### config.mk
export PLATFORM = sky130hd
export DESIGN_NAME = rshd_port
export DESIGN_NICKNAME = d
export VERILOG_FILES = /design/src/rshd_pkg.sv /design/src/rshd_port.sv /design/src/rshd_baud_gen.sv
export VERILOG_INCLUDE_DIRS = /design/src
export SDC_FILE = /design/constraint.sdc
export NUM_CORES = 1
export LEC_CHECK = 0
export ABC_AREA = 0
export BUFFER_PORTS_ARGS = -buffer_cell sky130_fd_sc_hd__buf_2
export CAP_MARGIN = 10
export CORE_UTILIZATION = 45
export DETAILED_ROUTE_END_ITERATION = 6
export GPL_TIMING_DRIVEN = 1
export PLACE_DENSITY = 0.69
export RECOVER_POWER = 25
export SETUP_SLACK_MARGIN = 0.15
export SLEW_MARGIN = 20
export SYNTH_ARGS = -nofsm -noshare
export SYNTH_HDL_FRONTEND = slang
export SYNTH_HIERARCHICAL = 1
export SYNTH_SLANG_ARGS = --single-unit
### constraint.sdc
create_clock -name clock_in -period 3.35 [get_ports clock_in]
set_clock_uncertainty 0.1 [all_clocks]
set_input_delay 0.5025 -clock clock_in [delete_from_list [all_inputs] [get_ports clock_in]]
set_output_delay 0.5025 -clock clock_in [all_outputs]
set_load 0.05 [all_outputs]
### src/rshd_regs.svh
/*
  register offsets, field positions, reset values and timing counts of the
  half-duplex serial port. assumes a 20 MHz system clock.
*/
`ifndef RSHD_REGS_SVH
`define RSHD_REGS_SVH
// ********************************
// register offsets
// ********************************
`define RSHD_CTRL_ADDR   4'h0
`define RSHD_TXDATA_ADDR 4'h1
`define RSHD_RXDATA_ADDR 4'h2
`define RSHD_STAT_ADDR   4'h3
// ********************************
// control fields and reset
// ********************************
`define RSHD_CTRL_BAUD_LSB   0
`define RSHD_CTRL_PAR_LSB    3
`define RSHD_CTRL_BITS8_POS  5
`define RSHD_CTRL_MODE_POS   6
`define RSHD_CTRL_RESET      7'h63
// ********************************
// timing
// ********************************
`define RSHD_CLK_HZ          20000000
`define RSHD_OVS             16
`endif

### src/rshd_pkg.sv
/*
  types of the half-duplex serial port.
  assumes rshd_regs.svh is included by the design files.
*/
package rshd_pkg;
  typedef enum logic [1:0] {RSHD_PAR_NONE, RSHD_PAR_ODD, RSHD_PAR_EVEN, RSHD_PAR_BAD} rshd_par_t;
  typedef enum {RSHD_IDLE, RSHD_START, RSHD_DATA, RSHD_PARITY, RSHD_STOP} rshd_state_t;
endpackage

### src/rshd_port.sv
/*
  half-duplex rs-485 / rs-232 serial port with register port and led drive.
  assumes a 20 MHz clock, an external transceiver and a plain register master.
*/
// Strobed register access and the placing of the registers are this design's own decisions.
// Functional notes
// - rate from 1200 to 38400 baud selectable
// - seven data bits only with parity
// - half duplex, echo suppressed while sending in rs-485 mode
// - floating bus idles high, no starts
// - leds follow real line levels only
// - rs-485 leds lit while signal low, cts led kept dark
// - rs-232 leds lit while signal low
`timescale 1ns/1ps
`include "rshd_regs.svh"
module rshd_port
  import rshd_pkg::*;
(
  // clock and reset
  input  wire logic       clock_in,
  input  wire logic       rst_n_in,
  // register port
  input  wire logic [3:0] addr_in,
  input  wire logic [7:0] wdata_in,
  input  wire logic       wr_in,
  input  wire logic       rd_in,
  output logic      [7:0] rdata_out,
  // line
  input  wire logic       rxd_in,
  input  wire logic       cts_n_in,
  output logic            txd_out,
  output logic            de_out,
  output logic            rts_n_out,
  // leds
  output logic            led_rx_out,
  output logic            led_tx_out,
  output logic            led_rts_out,
  output logic            led_cts_out
);
  // ********************************
  // registers
  // ********************************
  logic [6:0] ctrl;
  logic [6:0] next_ctrl;
  logic [7:0] rx_data;
  logic       rx_full, rx_perr, rx_ferr, cfg_err;
  logic       rx_s1, rx_s2, cts_s1, cts_s2;
  logic       tick;
  rshd_par_t  par;
  logic       bits8, mode485;
  assign par     = rshd_par_t'(ctrl[`RSHD_CTRL_PAR_LSB +: 2]);
  assign bits8   = ctrl[`RSHD_CTRL_BITS8_POS];
  assign mode485 = ctrl[`RSHD_CTRL_MODE_POS];

  rshd_baud_gen u_baud (
    .clock_in    (clock_in),
    .rst_n_in    (rst_n_in),
    .baud_sel_in (ctrl[`RSHD_CTRL_BAUD_LSB +: 3]),
    .tick_out    (tick)
  );

  // pin synchronisers; reset value high is the fail-safe idle
  always_ff @(posedge clock_in or negedge rst_n_in) begin
    if (!rst_n_in) begin
      rx_s1  <= 1'b1;
      rx_s2  <= 1'b1;
      cts_s1 <= 1'b1;
      cts_s2 <= 1'b1;
    end else begin
      rx_s1  <= rxd_in;
      rx_s2  <= rx_s1;
      cts_s1 <= cts_n_in;
      cts_s2 <= cts_s1;
    end
  end

  // ********************************
  // control write, config check
  // ********************************
  always_comb begin
    next_ctrl = ctrl;
    if (wr_in && addr_in == `RSHD_CTRL_ADDR) begin
      // seven bits without parity, or parity code 3, is refused
      if ((wdata_in[`RSHD_CTRL_BITS8_POS] || wdata_in[4:3] == 2'h1 || wdata_in[4:3] == 2'h2)
          && wdata_in[4:3] != 2'h3) begin
        next_ctrl = wdata_in[6:0];
      end
    end
  end

  // ********************************
  // transmitter
  // ********************************
  rshd_state_t tx_st, next_tx_st;
  logic [3:0]  tx_os, next_tx_os;
  logic [2:0]  tx_bit, next_tx_bit;
  logic [7:0]  tx_sh, next_tx_sh;
  logic        tx_par, next_tx_par;
  logic        next_txd, next_de;
  logic        tx_busy;
  assign tx_busy = (tx_st != RSHD_IDLE);

  always_comb begin
    next_tx_st  = tx_st;
    next_tx_os  = tx_os;
    next_tx_bit = tx_bit;
    next_tx_sh  = tx_sh;
    next_tx_par = tx_par;
    next_txd    = txd_out;
    next_de     = de_out;
    case (tx_st)
      RSHD_IDLE: begin
        next_txd = 1'b1;
        next_de  = 1'b0;
        if (wr_in && addr_in == `RSHD_TXDATA_ADDR) begin
          next_tx_sh  = wdata_in;
          next_tx_par = (par == RSHD_PAR_ODD);
          next_tx_st  = RSHD_START;
          next_tx_os  = 4'h0;
          next_txd    = 1'b0;
          next_de     = 1'b1;
        end
      end
      default: begin
        if (tick) begin
          next_tx_os = tx_os + 4'h1;
          if (tx_os == 4'hf) begin
            case (tx_st)
              RSHD_START, RSHD_DATA: begin
                if (tx_st == RSHD_DATA && tx_bit == (bits8 ? 3'h7 : 3'h6)) begin
                  next_tx_st = (par == RSHD_PAR_NONE) ? RSHD_STOP : RSHD_PARITY;
                  next_txd   = (par == RSHD_PAR_NONE) ? 1'b1 : tx_par;
                end else begin
                  if (tx_st == RSHD_DATA) begin
                    next_tx_bit = tx_bit + 3'h1;
                  end else begin
                    next_tx_bit = 3'h0;
                  end
                  next_tx_st  = RSHD_DATA;
                  next_txd    = tx_sh[0];
                  next_tx_par = tx_par ^ tx_sh[0];
                  next_tx_sh  = {1'b0, tx_sh[7:1]};
                end
              end
              RSHD_PARITY: begin
                next_tx_st = RSHD_STOP;
                next_txd   = 1'b1;
              end
              default: begin
                next_tx_st = RSHD_IDLE;
                next_de    = 1'b0;
              end
            endcase
          end
        end
      end
    endcase
  end

  always_ff @(posedge clock_in or negedge rst_n_in) begin
    if (!rst_n_in) begin
      tx_st   <= RSHD_IDLE;
      tx_os   <= 4'h0;
      tx_bit  <= 3'h0;
      tx_sh   <= 8'h00;
      tx_par  <= 1'b0;
      txd_out <= 1'b1;
      de_out  <= 1'b0;
      ctrl    <= `RSHD_CTRL_RESET;
    end else begin
      tx_st   <= next_tx_st;
      tx_os   <= next_tx_os;
      tx_bit  <= next_tx_bit;
      tx_sh   <= next_tx_sh;
      tx_par  <= next_tx_par;
      txd_out <= next_txd;
      de_out  <= next_de;
      ctrl    <= next_ctrl;
    end
  end

  // ********************************
  // receiver
  // ********************************
  rshd_state_t rx_st, next_rx_st;
  logic [3:0]  rx_os, next_rx_os;
  logic [2:0]  rx_bit, next_rx_bit;
  logic [7:0]  rx_sh, next_rx_sh;
  logic        rx_par, next_rx_par;
  logic [7:0]  next_rx_data;
  logic        next_rx_full, next_rx_perr, next_rx_ferr, next_cfg_err;
  logic        echo;
  assign echo = mode485 && de_out;

  always_comb begin
    next_rx_st   = rx_st;
    next_rx_os   = rx_os;
    next_rx_bit  = rx_bit;
    next_rx_sh   = rx_sh;
    next_rx_par  = rx_par;
    next_rx_data = rx_data;
    next_rx_full = rx_full;
    next_rx_perr = rx_perr;
    next_rx_ferr = rx_ferr;
    next_cfg_err = cfg_err;
    if (rd_in && addr_in == `RSHD_RXDATA_ADDR) begin
      next_rx_full = 1'b0;
    end
    if (rd_in && addr_in == `RSHD_STAT_ADDR) begin
      next_rx_perr = 1'b0;
      next_rx_ferr = 1'b0;
      next_cfg_err = 1'b0;
    end
    if (wr_in && addr_in == `RSHD_CTRL_ADDR && next_ctrl == ctrl
        && wdata_in[6:0] != ctrl) begin
      next_cfg_err = 1'b1;
    end
    if (echo) begin
      next_rx_st = RSHD_IDLE;
    end else if (tick) begin
      next_rx_os = rx_os + 4'h1;
      case (rx_st)
        RSHD_IDLE: begin
          next_rx_os = 4'h0;
          if (!rx_s2) begin
            next_rx_st = RSHD_START;
          end
        end
        RSHD_START: begin
          if (rx_os == 4'h7) begin
            next_rx_os  = 4'h0;
            next_rx_bit = 3'h0;
            next_rx_par = (par == RSHD_PAR_ODD);
            next_rx_st  = rx_s2 ? RSHD_IDLE : RSHD_DATA;
          end
        end
        RSHD_DATA: begin
          if (rx_os == 4'hf) begin
            next_rx_sh  = bits8 ? {rx_s2, rx_sh[7:1]} : {1'b0, rx_s2, rx_sh[6:1]};
            next_rx_par = rx_par ^ rx_s2;
            next_rx_bit = rx_bit + 3'h1;
            if (rx_bit == (bits8 ? 3'h7 : 3'h6)) begin
              next_rx_st = (par == RSHD_PAR_NONE) ? RSHD_STOP : RSHD_PARITY;
            end
          end
        end
        RSHD_PARITY: begin
          if (rx_os == 4'hf) begin
            next_rx_par = rx_par ^ rx_s2;
            next_rx_st  = RSHD_STOP;
          end
        end
        default: begin
          if (rx_os == 4'hf) begin
            next_rx_st   = RSHD_IDLE;
            next_rx_data = rx_sh;
            next_rx_full = 1'b1;
            if (!rx_s2) begin
              next_rx_ferr = 1'b1;
            end
            if (par != RSHD_PAR_NONE && rx_par) begin
              next_rx_perr = 1'b1;
            end
          end
        end
      endcase
    end
  end

  always_ff @(posedge clock_in or negedge rst_n_in) begin
    if (!rst_n_in) begin
      rx_st   <= RSHD_IDLE;
      rx_os   <= 4'h0;
      rx_bit  <= 3'h0;
      rx_sh   <= 8'h00;
      rx_par  <= 1'b0;
      rx_data <= 8'h00;
      rx_full <= 1'b0;
      rx_perr <= 1'b0;
      rx_ferr <= 1'b0;
      cfg_err <= 1'b0;
    end else begin
      rx_st   <= next_rx_st;
      rx_os   <= next_rx_os;
      rx_bit  <= next_rx_bit;
      rx_sh   <= next_rx_sh;
      rx_par  <= next_rx_par;
      rx_data <= next_rx_data;
      rx_full <= next_rx_full;
      rx_perr <= next_rx_perr;
      rx_ferr <= next_rx_ferr;
      cfg_err <= next_cfg_err;
    end
  end

  // ********************************
  // read port and leds
  // ********************************
  logic [7:0] next_rdata;
  always_comb begin
    next_rdata = 8'h00;
    if (rd_in) begin
      case (addr_in)
        `RSHD_CTRL_ADDR:   next_rdata = {1'b0, ctrl};
        `RSHD_RXDATA_ADDR: next_rdata = rx_data;
        `RSHD_STAT_ADDR:   next_rdata = {2'h0, !cts_s2, cfg_err, rx_ferr, rx_perr,
                                         tx_busy, rx_full};
        default:           next_rdata = 8'h00;
      endcase
    end
  end

  always_ff @(posedge clock_in or negedge rst_n_in) begin
    if (!rst_n_in) begin
      rdata_out   <= 8'h00;
      rts_n_out   <= 1'b1;
      led_rx_out  <= 1'b0;
      led_tx_out  <= 1'b0;
      led_rts_out <= 1'b0;
      led_cts_out <= 1'b0;
    end else begin
      rdata_out   <= next_rdata;
      rts_n_out   <= !next_de;
      led_rx_out  <= !rx_s2;
      led_tx_out  <= !txd_out;
      led_rts_out <= rts_n_out == 1'b0;
      led_cts_out <= !mode485 && !cts_s2;
    end
  end

  a_cts_dark: assert property (@(posedge clock_in) disable iff (!rst_n_in)
    mode485 |=> !led_cts_out) else $error("cts led lit in rs-485 mode");
  a_tx_led: assert property (@(posedge clock_in) disable iff (!rst_n_in)
    !txd_out |=> led_tx_out) else $error("tx led not following line");
  a_echo_block: assert property (@(posedge clock_in) disable iff (!rst_n_in)
    echo |=> $stable(rx_full) || !rx_full) else $error("echo delivered");
  a_seven_bits: assert property (@(posedge clock_in) disable iff (!rst_n_in)
    !bits8 |-> par != RSHD_PAR_NONE) else $error("7 bits without parity");
  a_idle_high: assert property (@(posedge clock_in) disable iff (!rst_n_in)
    tx_st == RSHD_IDLE && !de_out |-> txd_out) else $error("line not idle high");
  a_rx_led: assert property (@(posedge clock_in) disable iff (!rst_n_in)
    rx_s2 |=> !led_rx_out) else $error("rx led lit on high line");
endmodule

### src/rshd_baud_gen.sv
/*
  oversampling tick divider: one-cycle pulse at 16x the chosen bit rate.
  assumes a single clock domain.
*/
`timescale 1ns/1ps
`include "rshd_regs.svh"
module rshd_baud_gen
  import rshd_pkg::*;
(
  // clock and reset
  input  wire logic       clock_in,
  input  wire logic       rst_n_in,
  // rate select
  input  wire logic [2:0] baud_sel_in,
  // tick
  output logic            tick_out
);
  localparam int CW = 16;
  logic [CW-1:0] cnt;
  logic [CW-1:0] next_cnt;
  logic          next_tick;
  logic [CW-1:0] limit;

  // ********************************
  // divisor per rate
  // ********************************
  always_comb begin
    case (baud_sel_in)
      3'h0:    limit = CW'(`RSHD_CLK_HZ / (1200 * `RSHD_OVS) - 1);
      3'h1:    limit = CW'(`RSHD_CLK_HZ / (2400 * `RSHD_OVS) - 1);
      3'h2:    limit = CW'(`RSHD_CLK_HZ / (4800 * `RSHD_OVS) - 1);
      3'h3:    limit = CW'(`RSHD_CLK_HZ / (9600 * `RSHD_OVS) - 1);
      3'h4:    limit = CW'(`RSHD_CLK_HZ / (19200 * `RSHD_OVS) - 1);
      3'h5:    limit = CW'(`RSHD_CLK_HZ / (33600 * `RSHD_OVS) - 1);
      default: limit = CW'(`RSHD_CLK_HZ / (38400 * `RSHD_OVS) - 1);
    endcase
  end

  always_comb begin
    next_tick = (cnt >= limit);
    next_cnt  = next_tick ? '0 : cnt + 16'h0001;
  end

  always_ff @(posedge clock_in or negedge rst_n_in) begin
    if (!rst_n_in) begin
      cnt      <= '0;
      tick_out <= 1'b0;
    end else begin
      cnt      <= next_cnt;
      tick_out <= next_tick;
    end
  end

  a_tick_period: assert property (@(posedge clock_in) disable iff (!rst_n_in)
    tick_out |=> !tick_out) else $error("tick lasted over one cycle");
endmodule

==> results of run 1 <==
==> state kept, by name, summed over array words and instances, names as in the netlist, 3 cells and up <==
| signal | flops |
|---|---|
| ctrl | 7 |
| rdata_out | 8 |
| rx_bit | 3 |
| rx_data | 8 |
| rx_os | 4 |
| rx_sh | 8 |
| rx_st | 3 |
| tx_bit | 3 |
| tx_os | 4 |
| tx_sh | 8 |
| tx_st | 3 |
| u_baud/cnt | 16 |
==> final cells by class <==
cell class	count	area share (%)
Sequential cell	93	44.05
Inverter	14	0.9894
Multi-Input combinational cell	334	44.03
Clock inverter	6	1.649
Tap cell	136	3.204
Timing Repair Buffer	35	3.675
Clock buffer	10	2.403
==> Yosys cell counts (10+ instances only) <==
cell and number:
dfrtp_1 83, mux2_2 28, xnor2_1 11, nor3_1 11, dfstp_2 10, clkbuf_1 17
a21oi_1 13, o21ai_0 21, nand2_1 63, ha_1 16, mux2i_1 14, inv_1 14
nand3_1 16, nor2_1 26
==> layer usage <==
metal	track usage (%)	wire length, um	up-vias
met5	0	0	-
met4	6.548	102	0
met3	4.824	378	7
met2	31.37	4716	67
met1	25.32	4470	1730
li1	-	-	1681
==> power groups by stage <==
| stage | Sequential, mW | Combinational, mW | Clock [mW] |
|---|---|---|---|
| 6_report | 1.56 | 0.975 | 0.821 |
| 2_1_floorplan | 1.52 | 0.781 | 0 |
| 4_1_cts | 1.56 | 0.980 | 0.849 |
| 3_5_place_dp | 1.58 | 0.972 | 0 |
| 3_3_place_gp | 1.56 | 0.939 | 0 |
| 5_1_grt | 1.59 | 1.11 | 0.894 |
==> metrics by stage <==
stage	setup slack, ns	instances
final	0.7354	628
after global routing	0.5952	628
after global placement	0.8034	612
after CTS	0.7172	628
after floorplan	0.8359	466
after detailed placement	0.7392	612
==> kinds of logic (layout without fill, tap and decap cells) <==
kind of cell / Yosys count / count (layout) / share of synthesized area, %
multiplexers: 42 / 42 / 9.413
buffers and inverters: 39 / 65 / 3.672
AND/OR/NAND/NOR: 178 / 178 / 19.65
adder cells (fa/ha/maj): 16 / 16 / 4.138
other: 1 / 4 / 0.07751
AO/OA/AOI/OAI: 76 / 76 / 11.43
flip-flops: 93 / 93 / 48.36
XOR/XNOR: 18 / 18 / 3.258
==> path summary, 6_finish.rpt <==
path | from | end | slack, ns | depth (start not counted)
setup / recovery | ctrl[0]$_DFF_PN1_ | u_baud/tick_out$_DFF_PN0_ | 0.74 | 7
min in group asynchronous | rst_n_in | tx_bit[2]$_DFFE_PN0P_ | 0.45 | 1
max in group asynchronous | rst_n_in | u_baud/cnt[7]$_DFF_PN0_ | 1.71 | 1
hold / removal | cts_n_in | cts_s1$_DFF_PN1_ | 0.12 | 1
setup reg to reg | ctrl[0]$_DFF_PN1_ | u_baud/tick_out$_DFF_PN0_ | 0.74 | 7
hold reg to reg | cts_s1$_DFF_PN1_ | cts_s2$_DFF_PN1_ | 0.26 | 0
==> run metrics, run 1 <==
status=complete, but fails checks; failing checks=max-capacitance violations, max-slew violations; GRT Overall Usage=19.38%; Worst IR Drop VDD=0.2771 mV; Pre-Repair DR Iteration Count=4; Synth cell types=66; register area=2340 um^2; Tightest Pin Transition=1.660 ns; min Tclk post-route=2.615 ns; DR vias=3485; WP buf/inv=0; die width=105.7 um; post-route clock period utilization=78.05%; CTS sink count=93; Slowest-stage cell, CP=dfstp_2; final hold violation count=0; clock power share=24.5%; HP Class=in2reg; Worst setup SP type=register; CP max stage delay=0.61 ns; vias in the first global route=3529; Layout Nets=521; num ports=33; Crit. End Element=register; count of input and output buffers=32; EDFF count, synth=0; initial drt markers=108; final WL=9.668 mm; Rows=37; internal power=2.173 mW; design area=5311 um^2; initial antenna violation count=0; Post-Synthesis Cell Area=4838 um^2; total CTS buffers=9; hold_buf cts=0; Post-synth ARST share=100.0%; H-tree levels=3; sequential area share after synthesis=48.36%; max cap viols=1; Yosys top cell by area=dfrtp_1; leakage power=2.358 nW; Critical Path Fanout Max=13; most frequent cells in the layout=dfrtp_1, nand2_1, buf_2, mux2_2, nor2_1; minimum hold slack=0.1203 ns; most common cell after layout, fill and taps aside=dfrtp_1; yosys warns=6; final slew viol count=67; Synth top area share=42.93%; final core utilization=51.22%; CP Data Required Time=3.51 ns; Root Buffer=clkbuf_8; achievable frequency=0.3825 GHz; Worst slew margin=-10.63%; pin count of the biggest net entering global routing=68; Placer Congestion=0.8013; DRC=0; CP top delay family=compound AO/OA/AOI/OAI gates; vias per cell=5.549; power per cell area=631.6 nW/um^2; crit path cell chain=nor2b_1 > nand2b_1 > ha_1 > a21o_4 > a2111oi_4 > o21ai_2 > or2_1; first-pass GRT wire length=16.97 mm; filler cell count=951; sequential share of power=46.5%; final setup vio count=0; share of cells above drive strength 1=23.37%; chip height=105.7 um; Sum Neg Setup Slack=0 ns; die area=11170 um^2; DRT antenna net count=0; Detail Placement HPWL=6.856 mm; WS Path Type=reg2reg; Sw Ratio=35.24%; Design Power=3.355 mW; Setup Fix Bufs, Post-CTS=0; Multi-input gate area=2338 um^2; DR WL/cell=15.39 um; Syn Area/Cell=10.45 um^2; final global-route overflow total=0; Post-CTS Resized=0; Mapped Cells=463; antenna cells=0; Synth area leaders=dfrtp_1, mux2_2, dfstp_2; Initial Util=46.66%; Clock Latency Late Sink=0.37 ns; combinational power share=29.1%; DP Area=5099 um^2; CTS tree=yes; flops & latches, synth=93; P_sw=1.182 mW; core box area=10370 um^2; Clock transition at path regs=0.09 ns; Main synth FF type=dfrtp_1; worst endpoint data arrival time=2.77 ns; RSZ-0062 raised after global routing=false; Area Overhead vs Synth=9.775%; Longest Clk Path Bufs=2
Note: power is estimated with default switching activity, not from simulation.
==> run 2, diff against run 1 <==
--- a/config.mk
+++ b/config.mk
@@ -6,7 +6,7 @@
 export SDC_FILE = /design/constraint.sdc
 export NUM_CORES = 1
 export LEC_CHECK = 0
-export ABC_AREA = 0
+export ABC_AREA = 1
 export BUFFER_PORTS_ARGS = -buffer_cell sky130_fd_sc_hd__buf_2
 export CAP_MARGIN = 10
 export CORE_UTILIZATION = 45
==> constraint.sdc (replaced) <==
create_clock -name clock_in -period 2.65 [get_ports clock_in]
set_clock_uncertainty 0.1 [all_clocks]
set_input_delay 0.3975 -clock clock_in [delete_from_list [all_inputs] [get_ports clock_in]]
set_output_delay 0.3975 -clock clock_in [all_outputs]
set_load 0.05 [all_outputs]
==> run metrics, run 2 <==
status=finished clean; Post-CTS Resized=0 (unchanged); RSZ-0062 raised after global routing=false; post-route clock period utilization=82.79% (+4.7 points); Biggest register=u_baud/cnt; Synth cell types=42 (-36%); max cap viols=0 (-1); worst endpoint data arrival time=2.35 ns (-0.42 ns); leakage power=2.642 nW (+12%); HP Class=in2reg; Post-synth top cells=nand2_1, dfrtp_1, inv_1; die width=105.1 um (-0.53%); count of input and output buffers=32 (unchanged); yosys warns=6 (unchanged); Initial Util=46.36% (-0.30 points); FF-to-FF path depth=13 (+6); Detail Placement HPWL=7.059 mm (+3.0%); P_sw=1.749 mW (+48%); first-pass GRT wire length=16.93 mm (-0.25%); Critical Path Fanout Max=13 (unchanged); DR vias=3818 (+9.6%); Layout Nets=652 (+25%); combinational power share=33.5% (+4.4 points); DR WL/cell=12.88 um (-16%); CP max stage delay=0.59 ns (-0.02 ns); power per cell area=827.8 nW/um^2 (+31%); Syn Area/Cell=8.338 um^2 (-20%); final slew viol count=0 (-100%); Critical R2R Launch=ctrl[1]$_DFF_PN1_; Worst IR Drop VDD=0.4749 mV (+71%); filler cell count=972 (+2.2%); Area Overhead vs Synth=11.63%; most common cell after layout, fill and taps aside=nand2_1; initial antenna violation count=0 (unchanged); crit path cell chain=inv_1 > nor3_1 > nor3_1 > ha_1 > nand2_1 > nor2_1 > nand2_1 > nand2_1 > nor2_1 > nand2_1 > nand2_1 > nand2_2 > nor2_1; Worst slew margin=16.40% (+27 points); vias in the first global route=3713 (+5.2%); final setup vio count=0 (unchanged); most frequent cell after synthesis=nand2_1; final global-route overflow total=0 (unchanged); share of cells above drive strength 1=14.61% (-8.8 points); worst hold path startpoint=wdata_in[0]; hold depth=3 (+2); GR peak layer=met2; flops & latches, synth=93 (unchanged); Worst Hold End=ctrl[0]$_DFF_PN1_; Worst setup SP type=register; EDFF count, synth=0 (unchanged); Root Buffer=clkbuf_8; achievable frequency=0.4558 GHz (+19%); final WL=9.773 mm (+1.1%); M1 GR Usage=25.06% (-0.26 points); Pre-Repair DR Iteration Count=4 (unchanged); antenna cells=0 (unchanged); DP Cell Count=740 (+21%); Critical Path Most Common Cell=nand2_1; WS Path Type=reg2reg; DRT antenna net count=0 (unchanged); Slowest-stage cell, CP=dfstp_2; pin count of the biggest net entering global routing=94 (+38%); initial drt markers=147 (+36%); Sw Ratio=39.54% (+4.3 points); internal power=2.674 mW (+23%); Post-Synthesis Cell Area=4786 um^2 (-1.1%); CTS tree=yes; R2R Setup Slk=0.46 ns (-0.28 ns); total CTS buffers=9 (unchanged); max reg flops=16 (unchanged); Synth area leaders=dfrtp_1, nand2_1, inv_1; Rows=37 (unchanged); Sum Neg Setup Slack=0 ns (unchanged); Clock transition at path regs=0.09 ns (about the same); chip height=105.1 um (-0.53%); core box area=10320 um^2 (-0.45%); Tightest Pin Transition=1.254 ns (-0.4055 ns); CTS sink count=93 (unchanged); met2 Use GR=32.07% (+0.70 points); GRT Overall Usage=19.50% (+0.13 points); M3 GR Usage=4.741% (-0.083 points); Placer Congestion=0.8415 (+5.0%); num ports=33 (unchanged); Finished Layout Cells=759 (+21%); H-tree levels=3 (unchanged); Crit. End Element=register; final hold violation count=0 (unchanged); Mapped Cells=574 (+24%); sequential share of power=43.4% (-3.1 points); most frequent cells in the layout=nand2_1, dfrtp_1, inv_1, nor2_1, o21ai_0; Main synth FF type=dfrtp_1; Yosys top cell by area=dfrtp_1; Clock Latency Late Sink=0.38 ns (about the same); clock power share=23.1% (-1.4 points); min Tclk post-route=2.194 ns (-0.4207 ns); sequential area share after synthesis=48.89% (+0.53 points); Longest Clk Path Bufs=2 (unchanged); vias per cell=5.030 (-9.4%); CP Data Required Time=2.81 ns (-0.70 ns); DRC=0 (unchanged); Synth top area share=43.40% (+0.47 points); die area=11050 um^2 (-1.1%); Post-synth ARST share=100.0% (unchanged); worst r2r dst=u_baud/cnt[0]$_DFF_PN0_
## run 2: how the worst max path moves through the flow
stage,startpoint,end,depth (start not counted)
after CTS,ctrl[1]$_DFF_PN1_,u_baud/cnt[2]$_DFF_PN0_,13
after floorplan,ctrl[1]$_DFF_PN1_,u_baud/cnt[4]$_DFF_PN0_,14
after global placement,ctrl[1]$_DFF_PN1_,u_baud/cnt[0]$_DFF_PN0_,13
after detailed placement,ctrl[1]$_DFF_PN1_,u_baud/cnt[11]$_DFF_PN0_,13
after global routing,ctrl[1]$_DFF_PN1_,u_baud/cnt[2]$_DFF_PN0_,13
final,ctrl[1]$_DFF_PN1_,u_baud/cnt[0]$_DFF_PN0_,13
## run 2: per-stage QoR
stage / instance area [um^2] / utilization [%] / setup WS, ns / power (mW) / hold WS (ns)
after floorplan: 4797 / - / 0.6951 / 3.080 / 0.001909
after global routing: 5343 / 51.75 / 0.2105 / 4.771 / 0.1656
after global placement: 5112 / 49.52 / 0.5851 / 3.383 / 0.2476
final: 5343 / 51.75 / 0.4560 / 4.423 / 0.1604
after detailed placement: 5112 / 49.52 / 0.4872 / 3.434 / 0.2487
after CTS: 5363 / 51.95 / 0.4642 / 4.471 / 0.1459
## run 2: cell families after synthesis
family          count (synthesis)  share of synthesized area (%)
mux                             1                         0.2353
simple gates                  269                          24.84
other cells                     1                        0.07836
xor+xnor                       14                          2.562
buf+inv                        84                          7.059
fa+ha+maj                      16                          4.183
compound gates                 96                          12.16
flops                          93                          48.89
## run 2: critical path: cells and delay by family (launching register included)
family,cells,cell delay [ns]
buffers and inverters,1,0.10
adders and majority gates,1,0.32
DFF,1,0.59
and+or+nand+nor,11,0.97
## run 2: layer usage
metal | routed length [um] | vias to the layer above
met5 | 0 | -
met3 | 375 | 13
li1 | - | 1937
met2 | 4626 | 60
met1 | 4626 | 1808
met4 | 145 | 0
## run 2: what timing repair did
action / CTS / global route
hold buffers: 3 / 0
hold endpoints to repair: 85 / 0
setup buffers: 0 / 0
## run 2: layout make-up
cell class	count	area, um^2	area share [%]
sequential	93	2340	43.79
multi-input combinational	400	2112	39.53
inverter	76	285.3	5.340
timing repair buffer	38	215.2	4.028
tap	136	170.2	3.185
clock buffer	12	165.2	3.091
clock inverter	4	55.05	1.030
## run 2: power groups by stage
stage,Combinational (mW),Sequential (mW),Clock [mW]
2_1_floorplan,1.03,2.05,0
3_3_place_gp,1.45,1.93,0
3_5_place_dp,1.49,1.94,0
4_1_cts,1.49,1.92,1.06
5_1_grt,1.71,1.96,1.10
6_report,1.48,1.92,1.02
